$ cat config.mk
export PLATFORM = sky130hd
export DESIGN_NAME = ctb_tx_request_ctrl
export DESIGN_NICKNAME = d
export VERILOG_FILES = /design/src/pkg/ctb_pkg.sv /design/src/pkg/ctb_core_if.sv /design/src/design/ctb_fq_status.sv /design/src/design/ctb_pad.sv /design/src/design/ctb_tx_request_ctrl.sv
export SDC_FILE = /design/constraint.sdc
export NUM_CORES = 2
export LEC_CHECK = 0
export BUFFER_PORTS_ARGS = -buffer_cell sky130_fd_sc_hd__buf_4
export CAP_MARGIN = 20
export CORE_AREA = 2 2 395 397
export CTS_CLUSTER_DIAMETER = 50
export DETAILED_ROUTE_END_ITERATION = 6
export DIE_AREA = 0 0 397 399
export PLACE_DENSITY = 0.49
export SYNTH_ARGS = -nofsm -noshare
export SYNTH_HDL_FRONTEND = slang
export SYNTH_HIERARCHICAL = 1
export SYNTH_SLANG_ARGS = --single-unit
$ cat constraint.sdc
create_clock -name aclk -period 35.2 [get_ports aclk]
set_input_delay 5.28 -clock aclk [delete_from_list [all_inputs] [get_ports aclk]]
set_output_delay 5.28 -clock aclk [all_outputs]
set_load 0.01 [all_outputs]
$ cat src/pkg/ctb_pkg.sv
package ctb_pkg;
	// Field bits are numbered from the MSB (bit 0) down to the LSB (bit 31)
	localparam int NBUF = 32;
	localparam logic [7:0] OFF_TX_BUFFER_CONFIG  = 8'hc0;
	localparam logic [7:0] OFF_FQS   = 8'hc4;
	localparam logic [7:0] OFF_ESC   = 8'hc8;
	localparam logic [7:0] OFF_PEND  = 8'hcc;
	localparam logic [7:0] OFF_ADD   = 8'hd0;
	localparam logic [7:0] OFF_CANC  = 8'hd4;
	localparam logic [7:0] OFF_SENT  = 8'hd8;
	localparam logic [7:0] OFF_CDONE = 8'hdc;
	localparam logic [7:0] OFF_CTRL  = 8'he8;
	localparam int QSEL_BIT  = 31 - 1;
	localparam int QSIZE_LSB = 31 - 7;
	localparam int DEDICATED_BUFFER_COUNT_LSB  = 31 - 15;
	localparam int BASE_LSB  = 31 - 29;
	localparam int FULL_BIT  = 31 - 10;
	localparam int PUT_LSB   = 31 - 15;
	localparam int GET_LSB   = 31 - 23;
	localparam int FREE_LSB  = 31 - 31;
	localparam int DSIZE_LSB = 31 - 31;
	localparam int UNLOCK_BIT = 0;
	localparam int NAR_BIT    = 1;
	localparam logic [31:0] TX_BUFFER_CONFIG_WMASK = 32'h7f3f_fffc;
	localparam logic [31:0] ESC_WMASK  = 32'h0000_0007;
	localparam logic [31:0] CTRL_WMASK = 32'h0000_0003;
	localparam logic [31:0] RST_TX_BUFFER_CONFIG = 32'h0000_0000;
	localparam logic [31:0] RST_ESC  = 32'h0000_0000;
	localparam logic [31:0] RST_CTRL = 32'h0000_0000;
	localparam logic [7:0]  PAD_BYTE = 8'hcc;
	localparam logic [1:0]  RESP_OKAY   = 2'b00;
	localparam logic [1:0]  RESP_SLVERR = 2'b10;

	typedef enum logic [2:0] {
		ST_IDLE = 3'b001,
		ST_SCAN = 3'b010,
		ST_SEND = 3'b100
	} ctb_scan_e;

	function automatic logic [6:0] ctb_elem_bytes(input logic [2:0] code);
		case (code)
			3'h0: return 7'h08;
			3'h1: return 7'h0c;
			3'h2: return 7'h10;
			3'h3: return 7'h14;
			3'h4: return 7'h18;
			3'h5: return 7'h20;
			3'h6: return 7'h30;
			default: return 7'h40;
		endcase
	endfunction : ctb_elem_bytes
endpackage : ctb_pkg

$ cat src/pkg/ctb_core_if.sv
`timescale 1ns/10ps
interface ctb_core_if;
	import ctb_pkg::*;
	logic            qsel;
	logic [5:0]      dedicated_buffer_count;
	logic [5:0]      qsize;
	logic [NBUF-1:0] pend;
	logic [4:0]      fput;
	logic            full;
	logic [4:0]      put;
	logic [4:0]      get;
	logic [5:0]      free;
	logic [2:0]      dsize;
	logic [5:0]      bidx;
	logic [7:0]      raw;
	logic [7:0]      pbyte;
	modport core(output qsel, dedicated_buffer_count, qsize, pend, fput, dsize, bidx, raw,
		input full, put, get, free, pbyte);
	modport stat(input qsel, dedicated_buffer_count, qsize, pend, fput, output full, put, get, free);
	modport pad(input dsize, bidx, raw, output pbyte);
endinterface : ctb_core_if

$ cat src/design/ctb_fq_status.sv
`timescale 1ns/10ps
module ctb_fq_status (
	// Status view of the shared section
	ctb_core_if.stat cif
);
	import ctb_pkg::*;

	always_comb begin
		logic [6:0] p;
		logic [6:0] g;
		logic [5:0] fr;
		logic [4:0] qput;
		logic       stop;
		logic       found;
		p = 7'h00;
		g = 7'h00;
		fr = 6'h00;
		qput = 5'h00;
		stop = 1'b0;
		found = 1'b0;
		// Derived from the pending vector and the put pointer fput, so it lags a running scan [RQ6]
		for (int k = 0; k < NBUF; k++) begin
			if (6'(k) < cif.qsize && !stop) begin
				p = 7'(cif.fput) + 7'(k);
				if (p >= 7'(cif.qsize))
					p = p - 7'(cif.qsize);
				if (cif.pend[5'(p + 7'(cif.dedicated_buffer_count))])
					stop = 1'b1;
				else
					fr = fr + 6'h01;
			end
			if (6'(k) >= cif.dedicated_buffer_count && 7'(k) < 7'(cif.dedicated_buffer_count) + 7'(cif.qsize)
				&& !cif.pend[k] && !found) begin
				found = 1'b1;
				qput = 5'(k);
			end
		end
		g = 7'(cif.fput) + 7'(fr);
		if (g >= 7'(cif.qsize) && cif.qsize != 6'h00)
			g = g - 7'(cif.qsize);
		// Indices count from the first dedicated buffer [RQ7]
		if (cif.qsel) begin
			cif.full = !found; // [RQ8]
			cif.put  = qput;
			cif.get  = 5'h00; // [RQ9]
			cif.free = 6'h00; // [RQ10]
		end else begin
			cif.full = (fr == 6'h00); // [RQ8]
			cif.put  = 5'(cif.fput + 5'(cif.dedicated_buffer_count));
			cif.get  = 5'(g + 7'(cif.dedicated_buffer_count)); // [RQ9]
			cif.free = fr; // [RQ10]
		end
	end
endmodule : ctb_fq_status

$ cat src/design/ctb_pad.sv
`timescale 1ns/10ps
module ctb_pad (
	// Clock and reset
	input wire logic aclk,
	input wire logic aresetn,
	// Byte lane
	ctb_core_if.pad  cif
);
	import ctb_pkg::*;

	typedef struct packed {
		logic [7:0] pbyte;
	} ctb_pad_s;

	ctb_pad_s st;
	ctb_pad_s next_st;

	always_comb begin
		next_st = st;
		// Bytes beyond the element size go out as padding [RQ12]
		if (7'(cif.bidx) < ctb_elem_bytes(cif.dsize))
			next_st.pbyte = cif.raw;
		else
			next_st.pbyte = PAD_BYTE;
	end

	always_ff @(posedge aclk) begin
		if (!aresetn)
			st <= '0;
		else
			st <= next_st;
	end

	assign cif.pbyte = st.pbyte;
endmodule : ctb_pad

$ cat src/design/ctb_tx_request_ctrl.sv
// Design decision made here: register access over AXI4-Lite.
`timescale 1ns/10ps
// Behaviour
// RQ1: Mode bit picks FIFO or queue, protected
// RQ2: Shared section size, capped at 32
// RQ3: Dedicated buffer count, capped at 32
// RQ4: Holds Tx section start word address
// RQ5: Software keeps both counts within 32
// RQ6: Status follows pending vector, may lag
// RQ7: Indices count from first dedicated buffer
// RQ8: Full flag and 5-bit put index
// RQ9: Get index, zero in queue mode
// RQ10: Free level, zero in queue mode
// RQ11: Element data size code, protected write
// RQ12: Missing data bytes sent as padding
// RQ13: Bits set mid-scan skipped; cancel clears
// RQ14: Pending set by add, configured buffers only
// RQ15: Pending starts scan; lowest identifier wins
// RQ16: Cancel of active send waits its end
// RQ17: Cancel finished in four cases
// RQ18: No retransmit cancels every failed send
// RQ19: Add to pending buffer is ignored
// RQ20: Add bits held only during scan
// RQ21: Cancel bit stays until pending clears
// RQ22: Sent flag set on success, cleared by add
// RQ23: Cancel-done set on cancel, cleared by add
// RQ24: All vectors reset to zero, one clock
module ctb_tx_request_ctrl (
	// Clock and reset
	input  wire logic        aclk,
	input  wire logic        aresetn,
	// AXI4-Lite write
	input  wire logic [7:0]  awaddr,
	input  wire logic        awvalid,
	output logic             awready,
	input  wire logic [31:0] wdata,
	input  wire logic [3:0]  wstrb,
	input  wire logic        wvalid,
	output logic             wready,
	output logic [1:0]       bresp,
	output logic             bvalid,
	input  wire logic        bready,
	// AXI4-Lite read
	input  wire logic [7:0]  araddr,
	input  wire logic        arvalid,
	output logic             arready,
	output logic [31:0]      rdata,
	output logic [1:0]       rresp,
	output logic             rvalid,
	input  wire logic        rready,
	// Identifier lookup for the scan
	output logic [4:0]       id_idx,
	input  wire logic [28:0] id_val,
	// Protocol engine
	output logic             tx_start,
	output logic [4:0]       tx_buf,
	input  wire logic        tx_end,
	input  wire logic        tx_ok,
	output logic [13:0]      tx_base_word,
	// Data byte lane
	input  wire logic [5:0]  pad_idx,
	input  wire logic [7:0]  pad_raw,
	output logic [7:0]       pad_byte
);
	import ctb_pkg::*;

	typedef struct packed {
		logic        awready;
		logic        wready;
		logic        bvalid;
		logic [1:0]  bresp;
		logic        arready;
		logic        rvalid;
		logic [1:0]  rresp;
		logic [31:0] rdata;
		logic [31:0] tx_buffer_config;
		logic [31:0] esc;
		logic [31:0] ctrl;
		logic [31:0] pend;
		logic [31:0] add;
		logic [31:0] canc;
		logic [31:0] sent;
		logic [31:0] cdone;
		logic [31:0] cand;
		ctb_scan_e   fsm;
		logic [4:0]  idx;
		logic [4:0]  best;
		logic        best_v;
		logic [28:0] best_id;
		logic [4:0]  fput;
		logic        tx_start;
	} ctb_state_s;

	ctb_state_s s;
	ctb_state_s next_s;
	ctb_core_if cif ();

	function automatic logic [5:0] clip32(input logic [5:0] v);
		return (v > 6'd32) ? 6'd32 : v;
	endfunction : clip32

	function automatic logic [31:0] merge(input logic [31:0] o, input logic [31:0] n,
		input logic [3:0] b);
		logic [31:0] r;
		r = o;
		for (int i = 0; i < 4; i++)
			if (b[i])
				r[i*8 +: 8] = n[i*8 +: 8];
		return r;
	endfunction : merge

	logic [5:0]  dedicated_buffer_count_e;
	logic [5:0]  qsz_e;
	logic [6:0]  ncfg;
	logic [31:0] cfgm;
	logic [31:0] wbits;
	logic [31:0] fqs_word;
	logic        wr;
	logic        rd;

	// Counts beyond 32 behave as 32; an over-large sum is not flagged [RQ2] [RQ3] [RQ5]
	assign dedicated_buffer_count_e = clip32(s.tx_buffer_config[DEDICATED_BUFFER_COUNT_LSB +: 6]);
	assign ncfg   = 7'(dedicated_buffer_count_e) + 7'(clip32(s.tx_buffer_config[QSIZE_LSB +: 6]));
	assign qsz_e  = (ncfg > 7'd32) ? 6'(7'd32 - 7'(dedicated_buffer_count_e)) : 6'(ncfg - 7'(dedicated_buffer_count_e));
	assign cfgm   = (ncfg >= 7'd32) ? 32'hffff_ffff : ((32'h1 << ncfg) - 32'h1);
	assign wbits  = merge(32'h0, wdata, wstrb);
	assign wr = awvalid && wvalid && !s.awready && !s.bvalid;
	assign rd = arvalid && !s.arready && !s.rvalid;

	assign cif.qsel  = s.tx_buffer_config[QSEL_BIT]; // [RQ1]
	assign cif.dedicated_buffer_count  = dedicated_buffer_count_e;
	assign cif.qsize = qsz_e;
	assign cif.pend  = s.pend;
	assign cif.fput  = s.fput;
	assign cif.dsize = s.esc[DSIZE_LSB +: 3]; // [RQ11]
	assign cif.bidx  = pad_idx;
	assign cif.raw   = pad_raw;

	ctb_fq_status u_status (
		.cif (cif.stat)
	);

	ctb_pad u_pad (
		.aclk    (aclk),
		.aresetn (aresetn),
		.cif     (cif.pad)
	);

	always_comb begin
		fqs_word = 32'h0;
		fqs_word[FULL_BIT] = cif.full; // [RQ8]
		fqs_word[PUT_LSB +: 5] = cif.put;
		fqs_word[GET_LSB +: 5] = cif.get;
		fqs_word[FREE_LSB +: 6] = cif.free;
	end

	logic [31:0] addm;
	logic [31:0] newadd;
	logic [31:0] canm;
	logic [31:0] txm;
	logic [31:0] imm;
	logic [31:0] cnow;
	logic        bv;
	logic [4:0]  bb;
	logic [28:0] bid;
	logic        fin;
	logic [5:0]  putb;

	always_comb begin
		next_s = s;
		next_s.awready = 1'b0;
		next_s.wready = 1'b0;
		next_s.arready = 1'b0;
		next_s.tx_start = 1'b0;
		addm = 32'h0;
		canm = 32'h0;
		bv = s.best_v;
		bb = s.best;
		bid = s.best_id;
		fin = 1'b0;
		putb = 6'(dedicated_buffer_count_e + 6'(s.fput));
		if (s.bvalid && bready)
			next_s.bvalid = 1'b0;
		if (s.rvalid && rready)
			next_s.rvalid = 1'b0;
		if (wr) begin
			next_s.awready = 1'b1;
			next_s.wready = 1'b1;
			next_s.bvalid = 1'b1;
			next_s.bresp = RESP_OKAY;
			case (awaddr)
				OFF_TX_BUFFER_CONFIG: begin
					// Configuration only moves while unlocked [RQ1] [RQ4]
					if (s.ctrl[UNLOCK_BIT])
						next_s.tx_buffer_config = merge(s.tx_buffer_config, wdata, wstrb) & TX_BUFFER_CONFIG_WMASK;
				end
				OFF_ESC: begin
					if (s.ctrl[UNLOCK_BIT])
						next_s.esc = merge(s.esc, wdata, wstrb) & ESC_WMASK; // [RQ11]
				end
				OFF_CTRL: next_s.ctrl = merge(s.ctrl, wdata, wstrb) & CTRL_WMASK;
				OFF_ADD: addm = wbits & cfgm; // [RQ20]
				OFF_CANC: canm = wbits & cfgm; // [RQ21]
				OFF_FQS, OFF_PEND, OFF_SENT, OFF_CDONE: next_s.bresp = RESP_OKAY;
				default: next_s.bresp = RESP_SLVERR;
			endcase
		end
		txm = (s.fsm == ST_SEND) ? (32'h1 << s.best) : 32'h0;
		newadd = addm & ~s.pend; // [RQ19]
		// Clears go first so a same-cycle set wins [RQ22] [RQ23]
		next_s.sent = s.sent & ~addm;
		next_s.cdone = s.cdone & ~addm;
		// Not on the wire: drop at once, even if set mid-scan [RQ13] [RQ17]
		imm = canm & ~txm;
		next_s.pend = (s.pend & ~imm) | newadd; // [RQ14]
		next_s.cdone = next_s.cdone | imm; // [RQ23]
		cnow = s.canc | (canm & txm);
		// Cancel bit falls the cycle after pending falls [RQ21] [RQ16]
		next_s.canc = cnow & s.pend;
		next_s.add = (s.fsm == ST_SCAN) ? (s.add | newadd) : 32'h0; // [RQ20]
		if (!cif.qsel && qsz_e != 6'h00 && putb < 6'd32 && newadd[5'(putb)])
			next_s.fput = (6'(s.fput) + 6'h01 == qsz_e) ? 5'h00 : s.fput + 5'h01;
		case (s.fsm)
			ST_IDLE: begin
				if (s.pend != 32'h0) begin
					// Snapshot: later additions wait for the next pass [RQ15] [RQ13]
					next_s.cand = s.pend;
					next_s.idx = 5'h00;
					next_s.best_v = 1'b0;
					next_s.fsm = ST_SCAN;
				end
			end
			ST_SCAN: begin
				if (s.cand[s.idx] && next_s.pend[s.idx] && (!bv || id_val < bid)) begin
					bv = 1'b1; // [RQ15]
					bb = s.idx;
					bid = id_val;
				end
				next_s.best_v = bv;
				next_s.best = bb;
				next_s.best_id = bid;
				next_s.idx = s.idx + 5'h01;
				if (s.idx == 5'd31) begin
					next_s.add = 32'h0; // [RQ20]
					if (bv && next_s.pend[bb]) begin
						next_s.tx_start = 1'b1;
						next_s.fsm = ST_SEND;
					end else begin
						next_s.fsm = ST_IDLE;
					end
				end
			end
			ST_SEND: begin
				if (tx_end) begin
					fin = tx_ok || s.ctrl[NAR_BIT] || cnow[s.best]; // [RQ16] [RQ18]
					if (fin)
						next_s.pend[s.best] = 1'b0;
					if (tx_ok)
						next_s.sent[s.best] = 1'b1; // [RQ22]
					if (cnow[s.best] || (!tx_ok && s.ctrl[NAR_BIT]))
						next_s.cdone[s.best] = 1'b1; // [RQ17] [RQ18]
					next_s.fsm = ST_IDLE;
				end
			end
			default: next_s.fsm = ST_IDLE;
		endcase
		if (rd) begin
			next_s.arready = 1'b1;
			next_s.rvalid = 1'b1;
			next_s.rresp = RESP_OKAY;
			case (araddr)
				OFF_TX_BUFFER_CONFIG: next_s.rdata = s.tx_buffer_config;
				OFF_FQS: next_s.rdata = fqs_word;
				OFF_ESC: next_s.rdata = s.esc;
				OFF_PEND: next_s.rdata = s.pend;
				OFF_ADD: next_s.rdata = s.add;
				OFF_CANC: next_s.rdata = s.canc;
				OFF_SENT: next_s.rdata = s.sent;
				OFF_CDONE: next_s.rdata = s.cdone;
				OFF_CTRL: next_s.rdata = s.ctrl;
				default: begin
					next_s.rdata = 32'h0;
					next_s.rresp = RESP_SLVERR;
				end
			endcase
		end
	end

	always_ff @(posedge aclk) begin
		if (!aresetn) begin
			s <= '0; // [RQ24]
			s.tx_buffer_config <= RST_TX_BUFFER_CONFIG;
			s.esc <= RST_ESC;
			s.ctrl <= RST_CTRL;
			s.fsm <= ST_IDLE;
		end else begin
			s <= next_s; // [RQ24]
		end
	end

	assign awready = s.awready;
	assign wready = s.wready;
	assign bvalid = s.bvalid;
	assign bresp = s.bresp;
	assign arready = s.arready;
	assign rvalid = s.rvalid;
	assign rdata = s.rdata;
	assign rresp = s.rresp;
	assign id_idx = s.idx;
	assign tx_start = s.tx_start;
	assign tx_buf = s.best;
	assign tx_base_word = s.tx_buffer_config[BASE_LSB +: 14]; // [RQ4]
	assign pad_byte = cif.pbyte;

	logic [31:0] cd_req;
	assign cd_req = (wr && awaddr == OFF_CANC) ? (wbits & cfgm & ~s.pend) : 32'h0;
endmodule : ctb_tx_request_ctrl

* Word level (Yosys, flattened, before mapping)
Index checks and enable logic that the tools add are counted.
Storage, ports and cells: register bits 322, input bits 104
Operators by class: add/subtract/negate cells 139, $lt $le $gt $ge 173, equality and inequality tests 32, shift-type cells 2, mux-type cells 380, bitwise operators 20, reduce and logical (&&, ||, !) cells 269
Operators with widths (count):
- 32-bit 2-to-1 mux | 14
- 5-bit 2-to-1 mux | 87
- 6-bit 2-to-1 mux | 66
- 32-bit AND | 9
- 32-bit one-hot mux with 9 select lines | 1
- 5-bit by 6-bit less-than comparator with 1-bit output, second input constant | 36
- 32-bit bitwise OR | 6
- 6-bit by 1-bit adder with 6-bit output, second input constant | 31
- 6-bit >= comparator | 31
- 1-bit binary-select mux with 5-bit select | 37
- 5-bit adder | 34
- 5-bit subtractor | 33
- 32-bit inverter | 5
- 8-bit == test, second input constant | 18
- 1-bit logical AND | 142
- 1-bit 2-to-1 mux | 142
- 64-bit 2-to-1 mux | 2
- 5-bit by 7-bit less-than comparator with 1-bit output, first input constant | 16
- 1-bit logical NOT | 102
- 5-bit by 5-bit adder with 6-bit output, second input constant | 16
- 5-bit by 6-bit >= comparator with 1-bit output, first input constant | 16
- 5-bit by 6-bit less-than comparator with 1-bit output, first input constant | 16
- 4-bit by 7-bit less-than comparator with 1-bit output, first input constant | 8
- 7-bit one-hot mux with 7 select lines | 1
- other kinds (59) | 146

* Longest topological paths before layout
word-level depth 269, gate-level depth with buffers 149, mapped depth without buffers 142

* By module
The synthesis kept the hierarchy.
Modules (own cells, without submodules):
- ctb_fq_status | instances 1, cells each 3213, area an instance 27254.9 sq um, seq. area each 0.0 sq um
- ctb_tx_request_ctrl | instances 1, cells each 2575, area an instance 19934.1 sq um, seq. area each 6226.0 sq um
- ctb_pad | instances 1, cells each 42, area an instance 374.1 sq um, seq. area each 160.2 sq um

* Worst setup path after synthesis
Ideal clock, no wire load.
kind flip-flop to flip-flop, start point register s[326] (netlist name), end point register s, in the netlist rdata[12], arrival 28032 ps, path slack 7041 ps, cell stages (with the launch flop) 141, path buffers 8, period minus slack after synthesis 28159 ps, cell sequence dfxtp_1 clkbuf_1 nor2b_1 ha_1 inv_1 fa_1 nand2b_4 a21o_1 buf_6 buf_6 a31oi_2 clkbuf_1 clkbuf_1 nor2_1 ha_1 a21oi_1 xnor2_1 clkbuf_1 [... 105 more ...] nor2b_1 o21ai_0 nand2b_1 a21oi_1 nor2_1 nor2_4 mux2i_1 ha_1 fa_1 a21o_1 a21oi_1 xnor2_1 o21a_1 nor3_1 a22oi_1 a31oi_1 a21oi_1 nor2_1
On the way: longest elaborated chain between the ends 113
Ends and longest elaborated chain:
- start: declaration | line ctb_tx_request_ctrl.sv:94 | ctb_state_s s;
- start signal: assignment | line ctb_tx_request_ctrl.sv:297 | s <= next_s;
- 6-bit greater-than comparator * | line ctb_tx_request_ctrl.sv:99 | return (v > 6'd32) ? 6'd32 : v;
- 6-bit 2-to-1 mux * | line ctb_tx_request_ctrl.sv:99
- net cif.dedicated_buffer_count[0] | line ctb_core_if.sv:5 | logic [5:0] dedicated_buffer_count;
- 6-bit by 6-bit adder with 7-bit output | line ctb_tx_request_ctrl.sv:123 | assign ncfg = 7'(dedicated_buffer_count_e) + 7'(clip32(s.tx_buffer_config[QSIZE_LSB +: 6]));
- 6-bit subtractor / 7-bit by 6-bit greater-than comparator with 1-bit output (equally long branches) | line ctb_tx_request_ctrl.sv:124 | assign qsz_e = (ncfg > 7'd32) ? 6'(7'd32 - 7'(dedicated_buffer_count_e)) : 6'(ncfg - 7'(dedicated_buffer_count ...
- 6-bit 2-to-1 mux * | line ctb_tx_request_ctrl.sv:124
- net cif.qsize[3] | line ctb_core_if.sv:6 | logic [5:0] qsize;
- 5-bit subtractor / 5-bit by 6-bit >= comparator with 1-bit output (equally long branches) | line ctb_fq_status.sv:26, ctb_fq_status.sv:25
- [... 100 more ...]
- 5-bit by 6-bit adder with 7-bit output | line ctb_fq_status.sv:38 | g = 7'(cif.fput) + 7'(fr);
- 7-bit by 6-bit >= comparator with 1-bit output | line ctb_fq_status.sv:39 | if (g >= 7'(cif.qsize) && cif.qsize != 6'h00)
- 1-bit logical AND | line ctb_fq_status.sv:39
- 5-bit 2-to-1 mux * | line ctb_fq_status.sv:39
- 5-bit adder * | line ctb_fq_status.sv:50 | cif.get = 5'(g + 7'(cif.dedicated_buffer_count));
- 5-bit 2-to-1 mux * | line ctb_fq_status.sv:42 | if (cif.qsel) begin
- net cif.get[4] | line ctb_core_if.sv:11 | logic [4:0] get;
- 32-bit one-hot mux with 9 select lines * | line ctb_tx_request_ctrl.sv:271 | case (araddr)
Mark *: on every way through the listed nets, which the timed path passes. The rest lies on a longest branch. The select of a mux whose other input is x is not followed. A chain may end at the register's enable or synchronous reset.

* Final worst setup path
start point register s[334] (netlist name), end point register s, in the netlist rdata[12]
On the way: longest elaborated chain between the ends 113
Ends and longest elaborated chain:
- 6-bit greater-than comparator | line ctb_tx_request_ctrl.sv:99
- 6-bit 2-to-1 mux * | line ctb_tx_request_ctrl.sv:99
- 6-bit by 6-bit adder with 7-bit output * | line ctb_tx_request_ctrl.sv:123
- 6-bit subtractor / 7-bit by 6-bit greater-than comparator with 1-bit output (equally long branches) | line ctb_tx_request_ctrl.sv:124
- 6-bit 2-to-1 mux * | line ctb_tx_request_ctrl.sv:124
- net cif.qsize[3] | line ctb_core_if.sv:6
- 5-bit subtractor / 5-bit by 6-bit >= comparator with 1-bit output (equally long branches) | line ctb_fq_status.sv:26, ctb_fq_status.sv:25
- 5-bit 2-to-1 mux | line ctb_fq_status.sv:25 | if (p >= 7'(cif.qsize))
- [... 99 more ...]
- 5-bit by 6-bit adder with 7-bit output | line ctb_fq_status.sv:38
- 7-bit by 6-bit >= comparator with 1-bit output | line ctb_fq_status.sv:39
- 1-bit logical AND | line ctb_fq_status.sv:39
- 5-bit 2-to-1 mux * | line ctb_fq_status.sv:39
- 5-bit adder * | line ctb_fq_status.sv:50
- 5-bit 2-to-1 mux * | line ctb_fq_status.sv:42
- net cif.get[4] | line ctb_core_if.sv:11
- 32-bit one-hot mux with 9 select lines * | line ctb_tx_request_ctrl.sv:271
Marked as above.

==> metrics.txt <==
initial core utilization 30.9%; row count 144; Post-synth EDFFs 0; Slew @ Worst Pin 1.17 ns; initial antenna violation count 13; synthesized area per cell 8.16 um2; CP endpoint kind flip-flop; status finished with violations; count leader, synth nor2_1; post-synthesis sequential area ratio 13.4%; area delta synth->final 9.91%; CP Launch Type flip-flop; GP Congestion 1.00; fillers 16,200; Final #Nets 6,248; final WL 223,000 um; clk slew on worst S/H paths 0.06 ns; DP HPWL 163,000 um; Final Max Tran Viols 0; worst hold path type reg -> reg; Post-CTS Setup Bufs 0; Final Hold Viols 0; P_leak 0.0209 uW; htree depth 2; global route total overflow 0; vias in the first global route 46,600; Worst Skew 0.0267 ns; Buf/Inv on CP 9; Max-slew headroom 21.7%; critical path required time 35.70 ns; Synth Cell Area 0.0476 mm2; largest area contributor in the netlist mux4_2; max cap viols 0; setup_tns 0 ns; PwrDens 16.8 mW/mm2; Tcrit/Tclk final 86.8%; Commonest cells post-synth nor2_1 (586), nand2_1 (549), a21oi_1 (473), ha_1 (343); CORE AREA 0.154 mm2; Syn. warnings 6; TritonRoute pass-1 iters 7; Period minus WS final 30.54 ns; Die Width 397 um; Via density 6.20; Resized cells post-CTS 0; number of I/O pins 178; top cells by area, synth mux4_2 (14%), dfxtp_1 (13%), ha_1 (9.0%); largest net degree at the start of global routing 101; kind of critical path reg -> reg; Final Core Density 34.0%; Setup violations, final 0; Yosys cell types 147; per-cell routed wire length 28.4 um; worst skew pair latency 0.59 ns; Clock Tree Root clkbuf_16; All-Layer GR Usage 27.1%; DIE AREA 0.158 mm2; FMAX 32.7 MHz; post-synthesis cell count 5,830; dominant synthesized flop cell dfxtp_1; CP max stage delay 0.74 ns; critical path's slowest cell fa_1; unrepaired setup endpoints after global routing false; clock sinks 319; TritonCTS buffer count 40; area share of the largest cell type after synthesis 13.8%; IO Port Bufs 173; crit-path leading delay family adder cells; Routed Antenna Nets 0; vias 48,600; TritonCTS clock tree built; CTS max path bufs 3; CP Max Fanout 20; layout cells sized above 1 17.3%; maximum VDD drop 41.6 uV; async set-reset flop share out of synthesis 0%; Reg area 0.00642 mm2; post-synthesis register bit count 319; violated checks DRC; Starting DRT DRC Count 5,613; # hold bufs at CTS 0; Die Y 399 um; cell repeated most along the worst path ha_1; first-pass GRT wire length 322,000 um; crit path DAT 31.04 ns; area of the multi-input gates 0.0382 mm2; DR DRC count 2
worst min-delay path, cell delays in order, from the launching register on:
cell and delay, ns:
dfxtp_1 0.31, nand2_1 0.05, a21oi_1 0.05
area by class of cell:
class | instances | share of cell area (%)
multi-input combinational | 4780 | 73.0
sequential | 319 | 12.3
timing repair buffer | 341 | 4.92
tap | 2044 | 4.89
clock buffer | 48 | 2.15
inverter | 275 | 1.99
clock inverter | 26 | 0.759
antenna | 3 | 0.0144
power breakdown:
part	switching (uW)	total [uW]	internal (uW)
logic	25.3	38.7	13.3
registers	0.484	362	362
clock network	185	475	291
state kept, by name (all words and copies together), names as in the netlist:
register / cells
rdata: 32
tx_start: 1
u_pad/cif.pbyte: 8
bvalid: 1
arready: 1
bresp: 1
s: 207
id_idx: 5
awready: 1
cif.pend: 32
tx_base_word: 14
rvalid: 1
cif.fput: 5
tx_buf: 5
cif.dsize: 3
cif.qsel: 1
rresp: 1
layer usage:
metal | GRT usage, % | routed length [um]
met3 | 5.66 | 21400
met1 | 35.0 | 90100
met2 | 42.8 | 98000
met5 | 0 | 62
met4 | 13.7 | 13100
logic make-up after synthesis:
logic type / count (synthesis) / synth area share [%]
flops: 319 / 13.4
other cells: 1 / 0.00788
buf+inv: 732 / 6.57
xor+xnor: 347 / 7.19
mux: 614 / 21.0
fa+ha+maj: 387 / 10.9
compound gates: 1515 / 21.4
simple gates: 1915 / 19.5
final timing paths:
kind                from        end  slack, ns  depth (start not counted)
setup / recovery  s[334]  rdata[12]       4.66                        139
hold reg to reg    s[24]      s[24]       0.45                          2
setup reg to reg  s[334]  rdata[12]       4.66                        139
hold / removal     s[24]      s[24]       0.45                          2
placed cells by master (no fill, tap or decap), types with 44 or more instances in the layout:
master	instances
nor2b_1	45
a21oi_1	473
xnor2_1	224
a211oi_1	52
xor2_1	91
ha_1	343
inv_1	258
nand2_1	549
nand4_1	48
and2_1	54
and3_1	60
nor3_1	119
mux2i_1	227
a22oi_1	89
a21o_1	143
buf_4	340
or3_1	44
a31oi_1	75
o21ai_0	213
dfxtp_1	292
mux2_2	80
mux4_2	292
nand3_1	124
fa_1	44
nor2_1	582
a222oi_1	45
nand2b_1	53
through the flow:
stage | cells | cell area [um2] | hold WS (ns) | worst slack [ns] | total power [uW]
finish | 7836 | 52300 | 0.452 | 4.66 | 876
CTS | 7833 | 52300 | 0.453 | 4.98 | 884
floorplan | 5831 | 47600 | 0.431 | 7.04 | 386
global route | 7835 | 52300 | 0.467 | 2.67 | 899
detailed placement | 7759 | 50800 | 0.444 | 5.09 | 409
global placement | 7757 | 50700 | 0.441 | 5.17 | 409
Power figures use the tool's default switching activity.
